[src/hw/ssc_defines.svh]
// timing constants and limits for the supply supervisor control block
// assumes a single 50 MHz system clock
`ifndef SSC_DEFINES_SVH
`define SSC_DEFINES_SVH
// =====================================================================
// clock
`define SSC_CLK_HZ 50000000
// =====================================================================
// times in their own units
`define SSC_HOLD_MS 200
`define SSC_WDOG_MS 1600
`define SSC_GRACE_US 15
`define SSC_KICK_NS 50
// internal kick driver pulses high after 7/8 of the period
`define SSC_IDLE_NUM 7
`define SSC_IDLE_DEN 8
// =====================================================================
// derived cycle counts (least times round up)
`define SSC_HOLD_CYC ((`SSC_CLK_HZ / 1000) * `SSC_HOLD_MS)
`define SSC_WDOG_CYC ((`SSC_CLK_HZ / 1000) * `SSC_WDOG_MS)
`define SSC_GRACE_CYC ((`SSC_CLK_HZ / 1000000) * `SSC_GRACE_US)
// 50 ns at 20 ns period -> 3 cycles, rounded up
`define SSC_KICK_CYC ((`SSC_KICK_NS * (`SSC_CLK_HZ / 1000000) + 999) / 1000)
`endif

[src/hw/ssc_pkg.sv]
// types shared by the supply supervisor control block
// assumes nothing beyond the defines header
package ssc_pkg;
	// =================================================================
	// synchronised analog comparison flags
	typedef struct packed {
		logic above_reset;   // supply above reset_threshold_level
		logic above_battery; // supply above backup_cell_input
		logic fail_low;      // fail_compare_in below fail_threshold_level
	} ssc_analog_s;
	// =================================================================
	// reset sequencer states
	typedef enum logic [1:0] {
		SSC_ST_ASSERT = 2'b00, // cause still present
		SSC_ST_HOLD = 2'b01,   // timing the hold period
		SSC_ST_RUN = 2'b10     // reset released
	} ssc_state_e;
	// ram rail source
	typedef enum logic [1:0] {
		SSC_RAIL_MAIN = 2'b00,
		SSC_RAIL_BACKUP_CELL_INPUT = 2'b01,
		SSC_RAIL_OFF = 2'b10
	} ssc_rail_e;
endpackage

[src/hw/ssc_sync.sv]
// two-flop synchroniser for a bundle of asynchronous levels
// assumes inputs come from pins or analog comparators
`timescale 1ns/1ns
`default_nettype none
module ssc_sync #(
	parameter int WIDTH = 1,
	parameter logic [WIDTH-1:0] INIT = '0
) (
	// clock and reset
	input wire logic sys_clk,
	input wire logic reset,
	// levels
	input wire logic [WIDTH-1:0] async_in,
	output logic [WIDTH-1:0] sync_out
);
	// =================================================================
	// stages
	logic [WIDTH-1:0] meta_r; // first stage, read only by sync_out
	// first flop alone faces metastability
	always_ff @(posedge sys_clk) begin
		if (reset) begin
			meta_r <= INIT;
			sync_out <= INIT;
		end else begin
			meta_r <= async_in;
			sync_out <= meta_r;
		end
	end
	initial begin
		if (WIDTH < 1) $error("ssc_sync width must be positive");
	end
endmodule
`default_nettype wire

[src/hw/ssc_timer.sv]
// up counter with clear and terminal flag
// assumes same clock as its user
`timescale 1ns/1ns
`default_nettype none
module ssc_timer #(
	parameter int LIMIT = 16
) (
	// clock and reset
	input wire logic sys_clk,
	input wire logic reset,
	// control
	input wire logic clear, // restart from zero
	input wire logic run,   // count enable
	// status
	output logic done       // count reached LIMIT
);
	// =================================================================
	localparam int W = $clog2(LIMIT + 1);
	logic [W-1:0] count_r; // elapsed cycles
	// counter saturates so done stays high until cleared
	always_ff @(posedge sys_clk) begin
		if (reset || clear) begin
			count_r <= '0;
		end else if (run && !done) begin
			count_r <= count_r + W'(1);
		end
	end
	assign done = (count_r == W'(LIMIT));
	initial begin
		if (LIMIT < 1) $error("ssc_timer limit must be at least one");
	end
endmodule
`default_nettype wire

[src/hw/ssc_supervisor.sv]
// supply supervisor control: reset sequencing, watchdog, ram gating
// assumes comparator flags and pins are asynchronous to sys_clk
`timescale 1ns/1ns
`default_nettype none
`include "ssc_defines.svh"
module ssc_supervisor #(
	parameter int HOLD_CYC = `SSC_HOLD_CYC,
	parameter int WDOG_CYC = `SSC_WDOG_CYC,
	parameter int GRACE_CYC = `SSC_GRACE_CYC,
	parameter int KICK_CYC = `SSC_KICK_CYC
) (
	// clock and power-on reset
	input wire logic sys_clk,
	input wire logic reset,
	// analog comparison flags, asynchronous
	input wire ssc_pkg::ssc_analog_s analog_in,
	// processor side
	input wire logic manual_reset_n,
	input wire logic watchdog_kick,
	input wire logic watchdog_kick_driven, // external driver active
	output logic reset_n,
	// power-fail flag pin, always driven, also sensed for the arming strap
	input wire logic power_fail_flag_in,
	output logic power_fail_flag_n,
	output logic power_fail_flag_oe,
	// chip-select gate
	input wire logic chip_select_in_n,
	input wire logic chip_select_out_in, // sensed level for strap
	output logic chip_select_out_n,
	output logic chip_select_out_oe, // transmission gate enabled
	output logic chip_select_pullup, // active pull-up to ram rail
	output logic chip_select_in_hiz,
	// supply switching
	output ssc_pkg::ssc_rail_e ram_rail_sel,
	output logic battery_backup,
	output logic seal_armed,
	// internal kick driver level
	output logic kick_drive_level
);
	// =================================================================
	// elaboration checks
	initial begin
		if (HOLD_CYC < 1 || WDOG_CYC < 8 || GRACE_CYC < 1 || KICK_CYC < 1)
			$error("ssc_supervisor counts too small");
	end
	// =================================================================
	// synchronisers
	ssc_pkg::ssc_analog_s ana; // synchronised flags
	logic [6:0] pin_s; // synchronised pins
	// supply starts low so reset is asserted from power-on
	ssc_sync #(.WIDTH(3), .INIT(3'b000)) u_sync_ana (
		.sys_clk(sys_clk),
		.reset(reset),
		.async_in(analog_in),
		.sync_out(ana)
	);
	// kick starts low to match its edge detector, so no false edge
	ssc_sync #(.WIDTH(7), .INIT(7'h5f)) u_sync_pin (
		.sys_clk(sys_clk),
		.reset(reset),
		.async_in({manual_reset_n, watchdog_kick, watchdog_kick_driven,
			power_fail_flag_in, chip_select_in_n, chip_select_out_in,
			1'b1}),
		.sync_out(pin_s)
	);
	logic mr_n, kick, kick_drv, pfo_pin, csi_n, cso_pin;
	assign mr_n = pin_s[6];
	assign kick = pin_s[5];
	assign kick_drv = pin_s[4];
	assign pfo_pin = pin_s[3];
	assign csi_n = pin_s[2];
	assign cso_pin = pin_s[1];
	// =================================================================
	// reset sequencer
	ssc_pkg::ssc_state_e state_r;
	logic hold_done, wdog_done, grace_done, idle_done;
	logic seal_r; // seal armed
	logic strap_r; // strap seen low through a whole hold period
	logic seal_pending_r; // seal seen with supply still up
	logic mr_eff; // manual reset as the sequencer sees it
	logic cause; // any level cause holding reset
	logic in_hold, in_reset, backup;
	assign backup = !ana.above_reset && !ana.above_battery;
	assign in_hold = (state_r == ssc_pkg::SSC_ST_HOLD);
	assign in_reset = (state_r != ssc_pkg::SSC_ST_RUN);
	// strap level blinds the manual input during the hold period
	assign mr_eff = (in_hold && strap_r) ? 1'b1 : mr_n;
	assign cause = !ana.above_reset || !mr_eff || backup;
	// cause restarts the hold; watchdog expiry begins a new hold
	always_ff @(posedge sys_clk) begin
		if (reset) begin
			state_r <= ssc_pkg::SSC_ST_ASSERT;
		end else if (cause) begin
			state_r <= ssc_pkg::SSC_ST_ASSERT;
		end else begin
			case (state_r)
				ssc_pkg::SSC_ST_ASSERT:
					state_r <= ssc_pkg::SSC_ST_HOLD;
				ssc_pkg::SSC_ST_HOLD:
					if (hold_done) state_r <= ssc_pkg::SSC_ST_RUN;
				ssc_pkg::SSC_ST_RUN:
					if (wdog_done) state_r <= ssc_pkg::SSC_ST_HOLD;
				default:
					state_r <= ssc_pkg::SSC_ST_ASSERT;
			endcase
		end
	end
	// hold timer runs only in hold, cleared otherwise
	ssc_timer #(.LIMIT(HOLD_CYC)) u_hold (
		.sys_clk(sys_clk),
		.reset(reset),
		.clear(!in_hold),
		.run(1'b1),
		.done(hold_done)
	);
	// reset output is a flop so it never glitches
	always_ff @(posedge sys_clk) begin
		if (reset) reset_n <= 1'b0;
		else reset_n <= !in_reset && !cause;
	end
	// =================================================================
	// freshness seal
	// strap is sampled during the hold; manual reset must stay high
	always_ff @(posedge sys_clk) begin
		if (reset) begin
			strap_r <= 1'b0;
		end else if (state_r == ssc_pkg::SSC_ST_ASSERT) begin
			strap_r <= 1'b1;
		end else if (in_hold && ((pfo_pin && cso_pin) || !mr_n)) begin
			strap_r <= 1'b0;
		end
	end
	// armed when reset releases with strap held; cleared on next rise
	always_ff @(posedge sys_clk) begin
		if (reset) begin
			seal_r <= 1'b0;
		end else if (in_hold && hold_done && strap_r) begin
			seal_r <= 1'b1;
		end else if (state_r == ssc_pkg::SSC_ST_ASSERT && ana.above_reset &&
			!seal_pending_r) begin
			seal_r <= 1'b0;
		end
	end
	// seal stays until supply has first fallen and then risen again
	always_ff @(posedge sys_clk) begin
		if (reset) seal_pending_r <= 1'b0;
		else if (seal_r && ana.above_reset) seal_pending_r <= 1'b1;
		else if (!ana.above_reset) seal_pending_r <= 1'b0;
	end
	assign seal_armed = seal_r;
	// =================================================================
	// watchdog
	logic kick_d_r; // previous kick level for edge detect
	logic kick_edge, wdog_clear;
	logic kick_src;
	// floating input follows the internal driver
	assign kick_src = kick_drv ? kick : kick_drive_level;
	always_ff @(posedge sys_clk) begin
		if (reset) kick_d_r <= 1'b0;
		else kick_d_r <= kick_src;
	end
	// 50 ns pulse spans 3 cycles, so the sampled edge is never missed
	assign kick_edge = kick_src ^ kick_d_r;
	assign wdog_clear = in_reset || cause || kick_edge;
	ssc_timer #(.LIMIT(WDOG_CYC)) u_wdog (
		.sys_clk(sys_clk),
		.reset(reset),
		.clear(wdog_clear),
		.run(1'b1),
		.done(wdog_done)
	);
	// internal driver: low for 7/8 of the period then a short high
	localparam int IDLE_CYC = WDOG_CYC * `SSC_IDLE_NUM / `SSC_IDLE_DEN;
	ssc_timer #(.LIMIT(IDLE_CYC)) u_idle (
		.sys_clk(sys_clk),
		.reset(reset),
		.clear(kick_drive_level || in_reset),
		.run(1'b1),
		.done(idle_done)
	);
	logic [$clog2(KICK_CYC+1)-1:0] pulse_r; // high pulse length
	always_ff @(posedge sys_clk) begin
		if (reset) begin
			kick_drive_level <= 1'b0;
			pulse_r <= '0;
		end else if (idle_done && !kick_drive_level) begin
			kick_drive_level <= 1'b1;
			pulse_r <= '0;
		end else if (kick_drive_level) begin
			pulse_r <= pulse_r + 1'b1;
			if (pulse_r == ($clog2(KICK_CYC+1))'(KICK_CYC - 1))
				kick_drive_level <= 1'b0;
		end
	end
	// =================================================================
	// chip-select gate
	logic gate_r; // transmission gate enabled
	logic grace_r; // grace window active
	logic gate_q_r; // gate as seen by the registered output
	ssc_timer #(.LIMIT(GRACE_CYC)) u_grace (
		.sys_clk(sys_clk),
		.reset(reset),
		.clear(!grace_r),
		.run(1'b1),
		.done(grace_done)
	);
	// gate follows reset; an active cycle keeps it for the grace time
	always_ff @(posedge sys_clk) begin
		if (reset) begin
			gate_r <= 1'b0;
			grace_r <= 1'b0;
		end else if (!in_reset && !cause && !backup) begin
			gate_r <= 1'b1;
			grace_r <= 1'b0;
		end else if (gate_r && !grace_r && !csi_n && !backup) begin
			grace_r <= 1'b1;
		end else if (grace_r && !grace_done && !csi_n && !backup) begin
			gate_r <= 1'b1;
		end else begin
			gate_r <= 1'b0;
			grace_r <= 1'b0;
		end
	end
	// data output from a flop, pulled high while disabled
	always_ff @(posedge sys_clk) begin
		if (reset) chip_select_out_n <= 1'b1;
		else chip_select_out_n <= gate_r ? csi_n : 1'b1;
	end
	// gate pins lag gate_r one cycle to line up with the output flop
	always_ff @(posedge sys_clk) begin
		if (reset) gate_q_r <= 1'b0;
		else gate_q_r <= gate_r;
	end
	assign chip_select_out_oe = gate_q_r;
	assign chip_select_pullup = !gate_q_r;
	assign chip_select_in_hiz = !gate_q_r;
	// =================================================================
	// power-fail flag
	always_ff @(posedge sys_clk) begin
		if (reset) power_fail_flag_n <= 1'b1;
		else if (in_hold) power_fail_flag_n <= 1'b1;
		else if (!ana.above_battery) power_fail_flag_n <= 1'b0;
		else power_fail_flag_n <= !ana.fail_low;
	end
	assign power_fail_flag_oe = 1'b1;
	// =================================================================
	// supply switching
	always_ff @(posedge sys_clk) begin
		if (reset) begin
			ram_rail_sel <= ssc_pkg::SSC_RAIL_MAIN;
			battery_backup <= 1'b0;
		end else begin
			battery_backup <= backup && !seal_r;
			if (ana.above_reset || ana.above_battery)
				ram_rail_sel <= ssc_pkg::SSC_RAIL_MAIN;
			else if (seal_r)
				ram_rail_sel <= ssc_pkg::SSC_RAIL_OFF;
			else
				ram_rail_sel <= ssc_pkg::SSC_RAIL_BACKUP_CELL_INPUT;
		end
	end
endmodule
`default_nettype wire

[config.mk]
export PLATFORM = sky130hd
export DESIGN_NAME = ssc_supervisor
export DESIGN_NICKNAME = d
export VERILOG_FILES = /design/src/hw/ssc_pkg.sv /design/src/hw/ssc_sync.sv /design/src/hw/ssc_timer.sv /design/src/hw/ssc_supervisor.sv
export VERILOG_INCLUDE_DIRS = /design/src /design/src/hw
export SDC_FILE = /design/constraint.sdc
export NUM_CORES = 1
export LEC_CHECK = 0
export ABC_AREA = 1
export BUFFER_PORTS_ARGS = -buffer_cell sky130_fd_sc_hd__clkbuf_2
export CORE_UTILIZATION = 55
export CTS_BUF_LIST = sky130_fd_sc_hd__clkbuf_16
export CTS_CLUSTER_DIAMETER = 30
export DETAILED_ROUTE_END_ITERATION = 7
export GPL_TIMING_DRIVEN = 0
export PLACE_DENSITY = 0.72
export RECOVER_POWER = 50
export SLEW_MARGIN = 10
export SYNTH_ARGS = -nofsm -noshare
export SYNTH_HDL_FRONTEND = slang
export SYNTH_SLANG_ARGS = --single-unit
export TNS_END_PERCENT = 100
[constraint.sdc]
create_clock -name sys_clk -period 1.75 [get_ports sys_clk]
set_clock_uncertainty 0.15 [all_clocks]
set_input_delay 0.175 -clock sys_clk [delete_from_list [all_inputs] [get_ports sys_clk]]
set_output_delay 0.175 -clock sys_clk [all_outputs]
set_load 0.005 [all_outputs]
Word-level counts from Yosys, hierarchy flattened
Index checks and enable logic that the tools add are counted.
{ "word_totals": {"reg_bits": 126, "latchBits": 0, "mem_bits_rw": 0, "romBits": 0, "in_bits": 11, "elab_cells": 121, "mem_count": 0} }
{ "classes": {"addsub": 5, "multipliers": 0, "n_div": 0, "order_cmp": 0, "eq_ne": 13, "n_shift": 0, "mux": 21, "bitwise": 2, "reduce_logical": 56} }
{ "op_table": {"columns": ["cell", "count"], "rows": [
  ["$add 27x1->27 const B", 2],
  ["$eq 27x27->1 const B", 2],
  ["$add 24x1->24 const B", 1],
  ["$eq 24x24->1 const B", 1],
  ["$logic_and 1x1->1", 19],
  ["$mux 1", 17],
  ["$logic_not 1->1", 16],
  ["$reduce_or 2->1", 6],
  ["$logic_or 1x1->1", 11],
  ["$add 10x1->10 const B", 1],
  ["$eq 10x10->1 const B", 1],
  ["$ne 2x2->1 const B", 5],
  ["$mux 2", 3],
  ["$pmux 2 s3", 1],
  ["$eq 2x2->1 const B", 2],
  ["$reduce_bool 2->1", 2],
  ["$add 2x1->2 const B", 1],
  ["$eq 2x1->1 const B", 1],
  ["$logic_not 2->1", 1],
  ["$ne 2x1->1 const B", 1],
  ["$reduce_and 2->1", 1],
  ["$not 1->1", 1],
  ["$xor 1x1->1", 1]
]} }

Logic depth before layout (Yosys ltp)
Gate-level depths: netlist (run 1).
{ "logic_depth": {"depth_word": 10, "ltp_mapped": 10, "depth_no_buf": 10} }

By module
A second synthesis (run 1) with hierarchy kept.
{ "hier_totals": {"hier_cells": 1138, "area_unflattened_um2": 7292.0} }
{ "by_module_without_submodules": {"columns": ["mod", "n_inst", "cells_each", "area_per_inst_um2"], "rows": [
  ["ssc_timer (u_idle)", 1, 322, 1889.3],
  ["ssc_timer (u_wdog)", 1, 303, 1840.5],
  ["ssc_timer (u_hold)", 1, 252, 1627.8],
  ["ssc_supervisor", 1, 104, 750.7],
  ["ssc_timer (u_grace)", 1, 95, 618.1],
  ["ssc_sync (u_sync_pin)", 1, 44, 400.4],
  ["ssc_sync (u_sync_ana)", 1, 18, 165.2]
]} }

Least setup slack after synthesis (run 1)
No wires, ideal clock.
{ "synth_path": {"kind": "reg-to-reg", "from": "reg u_wdog.count_r[0]", "to": "reg u_wdog.count_r[24]", "arrival_time_ns": 1.367, "required_ns": 1.487, "setup_slack_ns": 0.120, "path_stages_with_launch": 11, "n_path_buf": 0, "period_less_slack_ns": 1.630, "path_cell_list": "dfxtp_1 > ha_1 > nand2_1 > nor2_4 > nand2_2 > nor2_2 > nand2_2 > nor2_1 > nand2_1 > nand2_1 > nor2_1"} }
{ "synth_between": {"elab_chain_len": 1} }
{ "synth_rtl": {"columns": ["item", "line", "rtl"], "rows": [
  ["start: declaration", "ssc_timer.sv:19", "logic [W-1:0] count_r;"],
  ["start signal: assignment", "ssc_timer.sv:25", "count_r <= count_r + W'(1);"],
  ["$add 27x1->27 / $eq 27x27->1 (equally long branches)", "ssc_timer.sv:25, ssc_timer.sv:28", null]
]} }
Several ways; a longest one is shown, not always the timed one.
A chain may end at the register's enable or synchronous reset.

Worst setup path after layout (run 1)
{ "layout_path": {"from": "reg state_r[1]", "to": "reg u_wdog.count_r[13]"} }
{ "layout_between": {"elab_chain_len": 9} }
{ "layout_rtl": {"columns": ["item", "line", "rtl"], "rows": [
  ["start: declaration", "ssc_supervisor.sv:75", "ssc_pkg::ssc_state_e state_r;"],
  ["start signal: assignment", "ssc_supervisor.sv:92", "state_r <= ssc_pkg::SSC_ST_ASSERT;"],
  ["start signal: assignment", "ssc_supervisor.sv:94", "state_r <= ssc_pkg::SSC_ST_ASSERT;"],
  ["start signal: assignment", "ssc_supervisor.sv:98", "state_r <= ssc_pkg::SSC_ST_HOLD;"],
  ["$eq 2x1->1", "ssc_supervisor.sv:84", "assign in_hold = (state_r == ssc_pkg::SSC_ST_HOLD);"],
  ["$logic_and 1x1->1", "ssc_supervisor.sv:87", "assign mr_eff = (in_hold && strap_r) ? 1'b1 : mr_n;"],
  ["$mux 1", "ssc_supervisor.sv:87", null],
  ["$logic_not 1->1", "ssc_supervisor.sv:88", "assign cause = !ana.above_reset || !mr_eff || backup;"],
  ["$logic_or 1x1->1 (2 in a row)", "ssc_supervisor.sv:88", null],
  ["$logic_or 1x1->1 (*) (2 in a row)", "ssc_supervisor.sv:164", "assign wdog_clear = in_reset || cause || kick_edge;"],
  ["$logic_or 1x1->1 (*)", "ssc_timer.sv:22", "if (reset || clear) begin"]
]} }
Every way passes the cells marked *; elsewhere a longest branch is shown, timed or not.

==> flow_summary_export.csv, run 1 <==
group,metric,value,unit
synthesis,yosysTopAreaCellShare,40.5,%
critical_path,cp_data_arrival_time,1.95,ns
timing,layout_min_cycle_time,1.73,ns
floorplanning,ioPinCount,23,
cts,worst_skew_pair.late_latency,0.43,ns
global_route,grt_remaining_overflow,0,
synthesis,synth-async-reset-ratio,0,%
placed_design,port_buffers,21,
timing,final.hold.worst_slack,0.256,ns
floorplanning,fp-row-count,38,
global_route,grt_util_all_layers,25.2,%
timing,setup_slack,0.0160,ns
cts,tritoncts,"done",
floorplanning,die_h,108,um
timing,timing.slew.headroom,63.4,%
synthesis,warning_count_from_the_yosys_run,0,
timing,setup_violations,0,
global_route,grt_util_met1,31.6,%
critical_path,cp.required,1.97,ns
critical_path,critPathCaptureType,"register",
cts,cts.root.buffer_cell,"sky130_fd_sc_hd__clkbuf_16",
placed_design,hpwl,9620,um
floorplanning,die_width,108,um
cts,ctsHtreeMaxLevel,4,
placed_design,placedInstanceArea,6410,sq um
cts,cts-buffers-inserted,17,
synthesis,syn_area,6130,sq um
drt,post_drt_wl_per_cell,12.4,um
critical_path,critical_path.max_fanout,5,
synthesis,synth_edf_count,0,
placed_design,gpl_congestion,0.850,
timing,grt_setup_unrepaired,"true",
drt,drt_pre_antenna_iters,5,
finish,insertedDiodeCount,0,
cts,clock-sinks,124,
finish,final_core_util,69.1,%
pwr,worst_ir_drop_vdd,0.807,mV
synthesis,ys_seq_elements,124,
global_route,grt_max_degree,17,
floorplanning,initial_core_util,56.5,%
synthesis,synth.top_cells.by_count,"204 x sky130_fd_sc_hd__nand2_1, 172 x sky130_fd_sc_hd__nor2_1, 127 x sky130_fd_sc_hd__inv_1",
global_route,grt_pass1_vias,5098,
flow_run,max_cap_viol_count,0,
cts,worst_setup_hold_path_clk_slew,0.06,ns
finish,layoutNonFillerInstCount,1139,
drt,detail_route.vias_per_cell,5.09,
synthesis,postSynthNetCount,933,
global_route,grt_use_met3,7.20,%
drt,num_vias,5798,
synthesis,synth_flop_cell,"sky130_fd_sc_hd__dfxtp_1",
finish,fin_nets,1006,
placed_design,dp_cells,1074,
finish,area_growth_syn_to_layout,22.2,%
global_route,grt-busiest-layer,"met2",
global_route,initial_antenna_violation_count,0,
synthesis,post-synth-top-area-cell,"sky130_fd_sc_hd__dfxtp_1",
timing,fmax,577,MHz
finish,design_area,7490,sq um
timing,worst_margin_slew,0.545,ns
pwr,pwr_density_cell,901,nW/um^2
drt,drt.antenna.violating_nets,0,
drt,drc,0,
drt,routed_wl,14200,um
floorplanning,die_area,11600,sq um
pwr,total_leakage_power,2.64,nW
finish,layout-drive-gt1-share,15.6,%
cts,max-clock-path-buffers,2,
synthesis,register_area_share_after_synthesis,40.5,%
global_route,wire_length_of_the_first_global_routing_pass,22800,um
critical_path,worst-setup-path-type,"register to register",
placed_design,place_worst_setup_slack,-0.294,ns
synthesis,synth.most_common_cell,"sky130_fd_sc_hd__nand2_1",
timing,final.setup.tns,0,ns
global_route,met2_usage,40.3,%
floorplanning,core_area,10800,sq um
timing,final_max_slew_viol_count,0,
synthesis,synth_cell_type_count,35,
drt,initialDrtViolationCount,319,
status,outcome,"finished clean",
timing,layout_worst_path_cycle_share,99.1,%
critical_path,crit_path_start_kind,"register",
hold_path,holdCritPathClass,"register to register",
timing,timing_hold_violations_final,0,
pwr,power,6.75,mW
synthesis,post_synth_inst_count,913,
synthesis,ys_top_cells_by_area,"sky130_fd_sc_hd__dfxtp_1 41%, sky130_fd_sc_hd__nand2_1 13%, sky130_fd_sc_hd__nor2_1 11%",
synthesis,syn_avg_cell_area,6.71,sq um
==> final cells by class <==
| cell class | instances | area (sq um) |
|---|---|---|
| plain buffers | 11 | 68.8 |
| clock buffers | 17 | 425 |
| clock inverters | 15 | 206 |
| fillers | 924 | 3350 |
| inverters | 130 | 488 |
| multi-input cells | 648 | 3260 |
| flip-flops and latches | 124 | 2500 |
| well taps | 140 | 175 |
| repair buffers | 54 | 369 |
==> per-layer routing <==
| layer | share of wire [%] | vias to the layer above |
|---|---|---|
| li1 | - | 3054 |
| met1 | 47 | 2583 |
| met2 | 46 | 126 |
| met3 | 4.6 | 35 |
| met4 | 2.2 | 0 |
| met5 | 0 | - |
==> path summary, 6_finish.rpt <==
kind	cells after the start	slack [ns]	from	to
worst min register to register	2	0.26	u_sync_ana.meta_r[1]$_SDFF_PP0_	u_sync_ana.sync_out[1]$_SDFF_PP0_
worst min-delay path	2	0.26	u_sync_ana.meta_r[1]$_SDFF_PP0_	u_sync_ana.sync_out[1]$_SDFF_PP0_
worst max register to register	11	0.02	state_r[1]$_SDFFE_PP0P_	u_wdog.count_r[13]$_SDFFE_PP0P_
worst max-delay path	11	0.02	state_r[1]$_SDFFE_PP0P_	u_wdog.count_r[13]$_SDFFE_PP0P_
==> logic make-up after synthesis <==
group | after synthesis | share of synthesized area (%)
AOI/OAI and AO/OA | 90 | 7.58
xor gates and xnor gates | 17 | 2.43
DFF | 124 | 40.5
adders and majority gates | 9 | 1.84
buffers and inverters | 141 | 9.09
and+or+nand+nor | 531 | 38.5
other | 1 | 0.0612
==> power by group <==
part | internal [mW] | switching (mW) | total [mW]
clock | 2.41 | 1.37 | 3.78
combinational | 0.0536 | 0.0551 | 0.109
sequential | 2.85 | 0.0105 | 2.86
total | 5.31 | 1.44 | 6.75
==> what timing repair did <==
action                                  in CTS  in global routing
pin swaps                                    5                 10
endpoints found under the setup margin      35                 67
hold endpoints to repair                    12                  0
gates resized for setup                     11                 49
cloned                                       0                  1
buffers inserted                            10                 12
hold buffers                                10                  0
==> layout by cell type, fill, tap and decap left out, types with 17 or more instances in the layout <==
cell type and count:
sky130_fd_sc_hd__clkbuf_16 17, sky130_fd_sc_hd__a21oi_1 58, sky130_fd_sc_hd__inv_1 124, sky130_fd_sc_hd__dfxtp_1 116, sky130_fd_sc_hd__buf_4 25, sky130_fd_sc_hd__nor3_1 21, sky130_fd_sc_hd__nor2_1 159, sky130_fd_sc_hd__nand4_1 31
sky130_fd_sc_hd__o21ai_0 21, sky130_fd_sc_hd__nand2_1 198, sky130_fd_sc_hd__nand3_1 49
==> flip-flops by register name (all words and copies together) (netlist names), 2 cells and up <==
| name | count |
|---|---|
| u_sync_ana.sync_out | 3 |
| ram_rail_sel | 2 |
| u_sync_pin.sync_out | 6 |
| u_hold.count_r | 24 |
| u_idle.count_r | 27 |
| u_sync_pin.meta_r | 6 |
| pulse_r | 2 |
| u_sync_ana.meta_r | 3 |
| state_r | 2 |
| u_wdog.count_r | 27 |
| u_grace.count_r | 10 |
==> worst max-delay path, stage by stage, from the launching register on <==
cell                      delay (ns)
sky130_fd_sc_hd__dfxtp_2        0.33
sky130_fd_sc_hd__inv_2          0.08
sky130_fd_sc_hd__nand2_4        0.07
sky130_fd_sc_hd__inv_2          0.07
sky130_fd_sc_hd__nand2_2        0.05
sky130_fd_sc_hd__nand2_2        0.09
sky130_fd_sc_hd__nand4_1        0.16
sky130_fd_sc_hd__buf_4          0.20
sky130_fd_sc_hd__nor2_4         0.15
sky130_fd_sc_hd__buf_2          0.19
sky130_fd_sc_hd__nand3_1        0.09
sky130_fd_sc_hd__inv_1          0.07
No activity file was read; power rests on OpenSTA's default activity.
==> inputs of run 2 (changes only) <==
- ABC_AREA: 1 -> unset
==> flow_summary_export.csv, run 2 <==
group,metric,value,unit
status,outcome,"finished, violations left",
status,failed_checks,"negative setup slack",
cts,clock-sinks,124,
pwr,pwr_density_cell,837,nW/um^2
finish,layout-drive-gt1-share,36.5,%
critical_path,crit_path_start_kind,"register",
pwr,power,6.53,mW
synthesis,ys_top_cells_by_area,"sky130_fd_sc_hd__dfxtp_1 44%, sky130_fd_sc_hd__a21oi_1 4.8%, sky130_fd_sc_hd__nand3_1 3.4%",
finish,fin_nets,775,
synthesis,syn_avg_cell_area,8.73,sq um
global_route,grt_util_all_layers,27.2,%
cts,worst_skew_pair.late_latency,0.42,ns
finish,final_core_util,79.5,%
synthesis,register_area_share_after_synthesis,44.2,%
synthesis,postSynthNetCount,663,
synthesis,post_synth_inst_count,643,
floorplanning,fp-row-count,36,
timing,grt_setup_unrepaired,"true",
synthesis,synth_edf_count,0,
critical_path,cp.required,1.89,ns
floorplanning,core_area,9820,sq um
global_route,grt_max_degree,17,
timing,timing.slew.headroom,58.4,%
drt,num_vias,5361,
floorplanning,die_width,103,um
finish,area_growth_syn_to_layout,39.0,%
hold_path,holdCritPathClass,"primary input to register",
synthesis,synth-async-reset-ratio,0,%
critical_path,critical_path.max_fanout,7,
synthesis,synth_flop_cell,"sky130_fd_sc_hd__dfxtp_1",
floorplanning,die_area,10600,sq um
critical_path,critPathCaptureType,"register",
flow_run,max_cap_viol_count,0,
critical_path,cp_data_arrival_time,2.14,ns
pwr,worst_ir_drop_vdd,0.972,mV
timing,setup_violations,45,
synthesis,syn_area,5610,sq um
timing,fmax,502,MHz
synthesis,warning_count_from_the_yosys_run,0,
synthesis,synth.most_common_cell,"sky130_fd_sc_hd__dfxtp_1",
finish,layout_commonest_cell,"sky130_fd_sc_hd__dfxtp_1",
finish,insertedDiodeCount,0,
global_route,grt_pass1_vias,4777,
synthesis,yosysTopAreaCellShare,44.2,%
synthesis,ys_seq_elements,124,
cts,worst_setup_hold_path_clk_slew,0.05,ns
placed_design,port_buffers,20,
synthesis,synth_cell_type_count,51,
timing,setup_slack,-0.244,ns
drt,detail_route.vias_per_cell,5.95,
finish,largest_registers,"u_idle.count_r (27), u_wdog.count_r (27), u_hold.count_r (24)",
drt,routed_wl,15200,um
global_route,grt_remaining_overflow,0,
global_route,wire_length_of_the_first_global_routing_pass,22200,um
critical_path,worst-setup-path-type,"register to register",
floorplanning,die_h,103,um
cts,ctsHtreeMaxLevel,4,
placed_design,hpwl,8410,um
timing,layout_worst_path_cycle_share,114,%
global_route,initial_antenna_violation_count,0,
cts,cts-buffers-inserted,17,
synthesis,synth.top_cells.by_count,"124 x sky130_fd_sc_hd__dfxtp_1, 54 x sky130_fd_sc_hd__a21oi_1, 43 x sky130_fd_sc_hd__nor2_1",
synthesis,post-synth-top-area-cell,"sky130_fd_sc_hd__dfxtp_1",
drt,drt.antenna.violating_nets,0,
floorplanning,initial_core_util,57.2,%
timing,layout_min_cycle_time,1.99,ns
placed_design,gpl_congestion,0.855,
cts,cts.root.buffer_cell,"sky130_fd_sc_hd__clkbuf_16",
drt,drt_pre_antenna_iters,5,
timing,final.hold.worst_slack,0.104,ns
floorplanning,ioPinCount,23,
finish,most-common-layout-cells,"75 x sky130_fd_sc_hd__dfxtp_1, 61 x sky130_fd_sc_hd__buf_4, 42 x sky130_fd_sc_hd__nor2_1",
cts,max-clock-path-buffers,2,
finish,design_area,7800,sq um
critical_path,worst-r2r-setup-slack,-0.24,ns
cts,tritoncts,"done",
timing,timing_hold_violations_final,0,
placed_design,placedInstanceArea,6080,sq um
drt,post_drt_wl_per_cell,16.9,um
drt,initialDrtViolationCount,228,
drt,drc,0,
timing,worst_margin_slew,0.619,ns
pwr,total_leakage_power,2.61,nW
timing,final_max_slew_viol_count,0,
placed_design,place_worst_setup_slack,-0.403,ns
run 2: changes by cell type in the layout (fill, tap and decap cells not counted), moves of 13 or more:
| cell | delta |
|---|---|
| sky130_fd_sc_hd__buf_4 | +36 |
| sky130_fd_sc_hd__nor2_1 | -117 |
| sky130_fd_sc_hd__a21oi_1 | -18 |
| sky130_fd_sc_hd__or4_4 | +14 |
| sky130_fd_sc_hd__inv_1 | -101 |
| sky130_fd_sc_hd__a21oi_2 | +14 |
| sky130_fd_sc_hd__dfxtp_2 | +19 |
| sky130_fd_sc_hd__nand3_1 | -17 |
| sky130_fd_sc_hd__dfxtp_4 | +22 |
| sky130_fd_sc_hd__nor2b_1 | +13 |
| sky130_fd_sc_hd__dfxtp_1 | -41 |
| sky130_fd_sc_hd__nand2_1 | -163 |
run 2: cell families (layout without fill, tap and decap cells):
group,count (synthesis),count (layout),synth area share [%]
flops,124,124,44.2
simple gates,299,299,31.4
other cells,1,1,0.0668
mux,3,3,0.535
buf+inv,51,176,3.68
fa+ha+maj,9,9,2.01
compound gates,121,121,12.7
xor+xnor,35,35,5.46
run 2: worst max-delay path, cell delays in order (launching register included):
cell and delay [ns]:
sky130_fd_sc_hd__dfxtp_4 0.37, sky130_fd_sc_hd__or4b_4 0.51, sky130_fd_sc_hd__or4_4 0.62, sky130_fd_sc_hd__o21ai_2 0.14, sky130_fd_sc_hd__o31ai_1 0.07
run 2: repair_timing:
action,in CTS,in global routing
pin swaps,36,34
buffers inserted,50,18
endpoints found under the hold margin,9,0
cloned,2,0
setup endpoints to repair,70,76
hold buffers,9,0
resized for setup,79,85
run 2: metal layers:
layer	share of wire [%]	up-vias	global-route usage [%]
li1	-	2599	-
met1	43	2601	33.7
met2	51	133	45.1
met3	3.8	28	7.32
met4	1.5	0	10.5
met5	0	-	0
run 2: layout make-up:
type,instances,area [sq um]
multi-input combinational,468,3440
sequential,124,2600
fill,649,2020
timing repair buffer,98,737
clock buffer,17,425
clock inverter,15,176
tap,133,166
buffer,22,160
inverter,24,90.1
run 2: worst paths after layout:
path / end / cells past startpoint / startpoint
worst max-delay path: state_r[1]$_SDFFE_PP0P_ / 4 / u_wdog.count_r[16]$_SDFFE_PP0P_
worst min-delay path: chip_select_out_oe$_SDFF_PP0_ / 2 / reset
worst min register to register: u_sync_pin.sync_out[1]$_SDFF_PP1_ / 1 / u_sync_pin.meta_r[1]$_SDFF_PP1_
worst max register to register: state_r[1]$_SDFFE_PP0P_ / 4 / u_wdog.count_r[16]$_SDFFE_PP0P_
run 2: power by group:
group	switching, mW	internal (mW)	leakage, nW
clock	1.27	2.35	0.301
sequential	0.0139	2.82	1.04
combinational	0.0394	0.0460	1.27
total	1.32	5.21	2.61
run 2: metrics by stage:
stage / TNS [ns] / std cells
2_1_floorplan: -1.01 / 643
3_3_place_gp: -10.92 / 796
3_5_place_dp: -13.46 / 796
4_1_cts: -3.13 / 885
5_1_grt: -7.88 / 901
6_report: -4.57 / 901
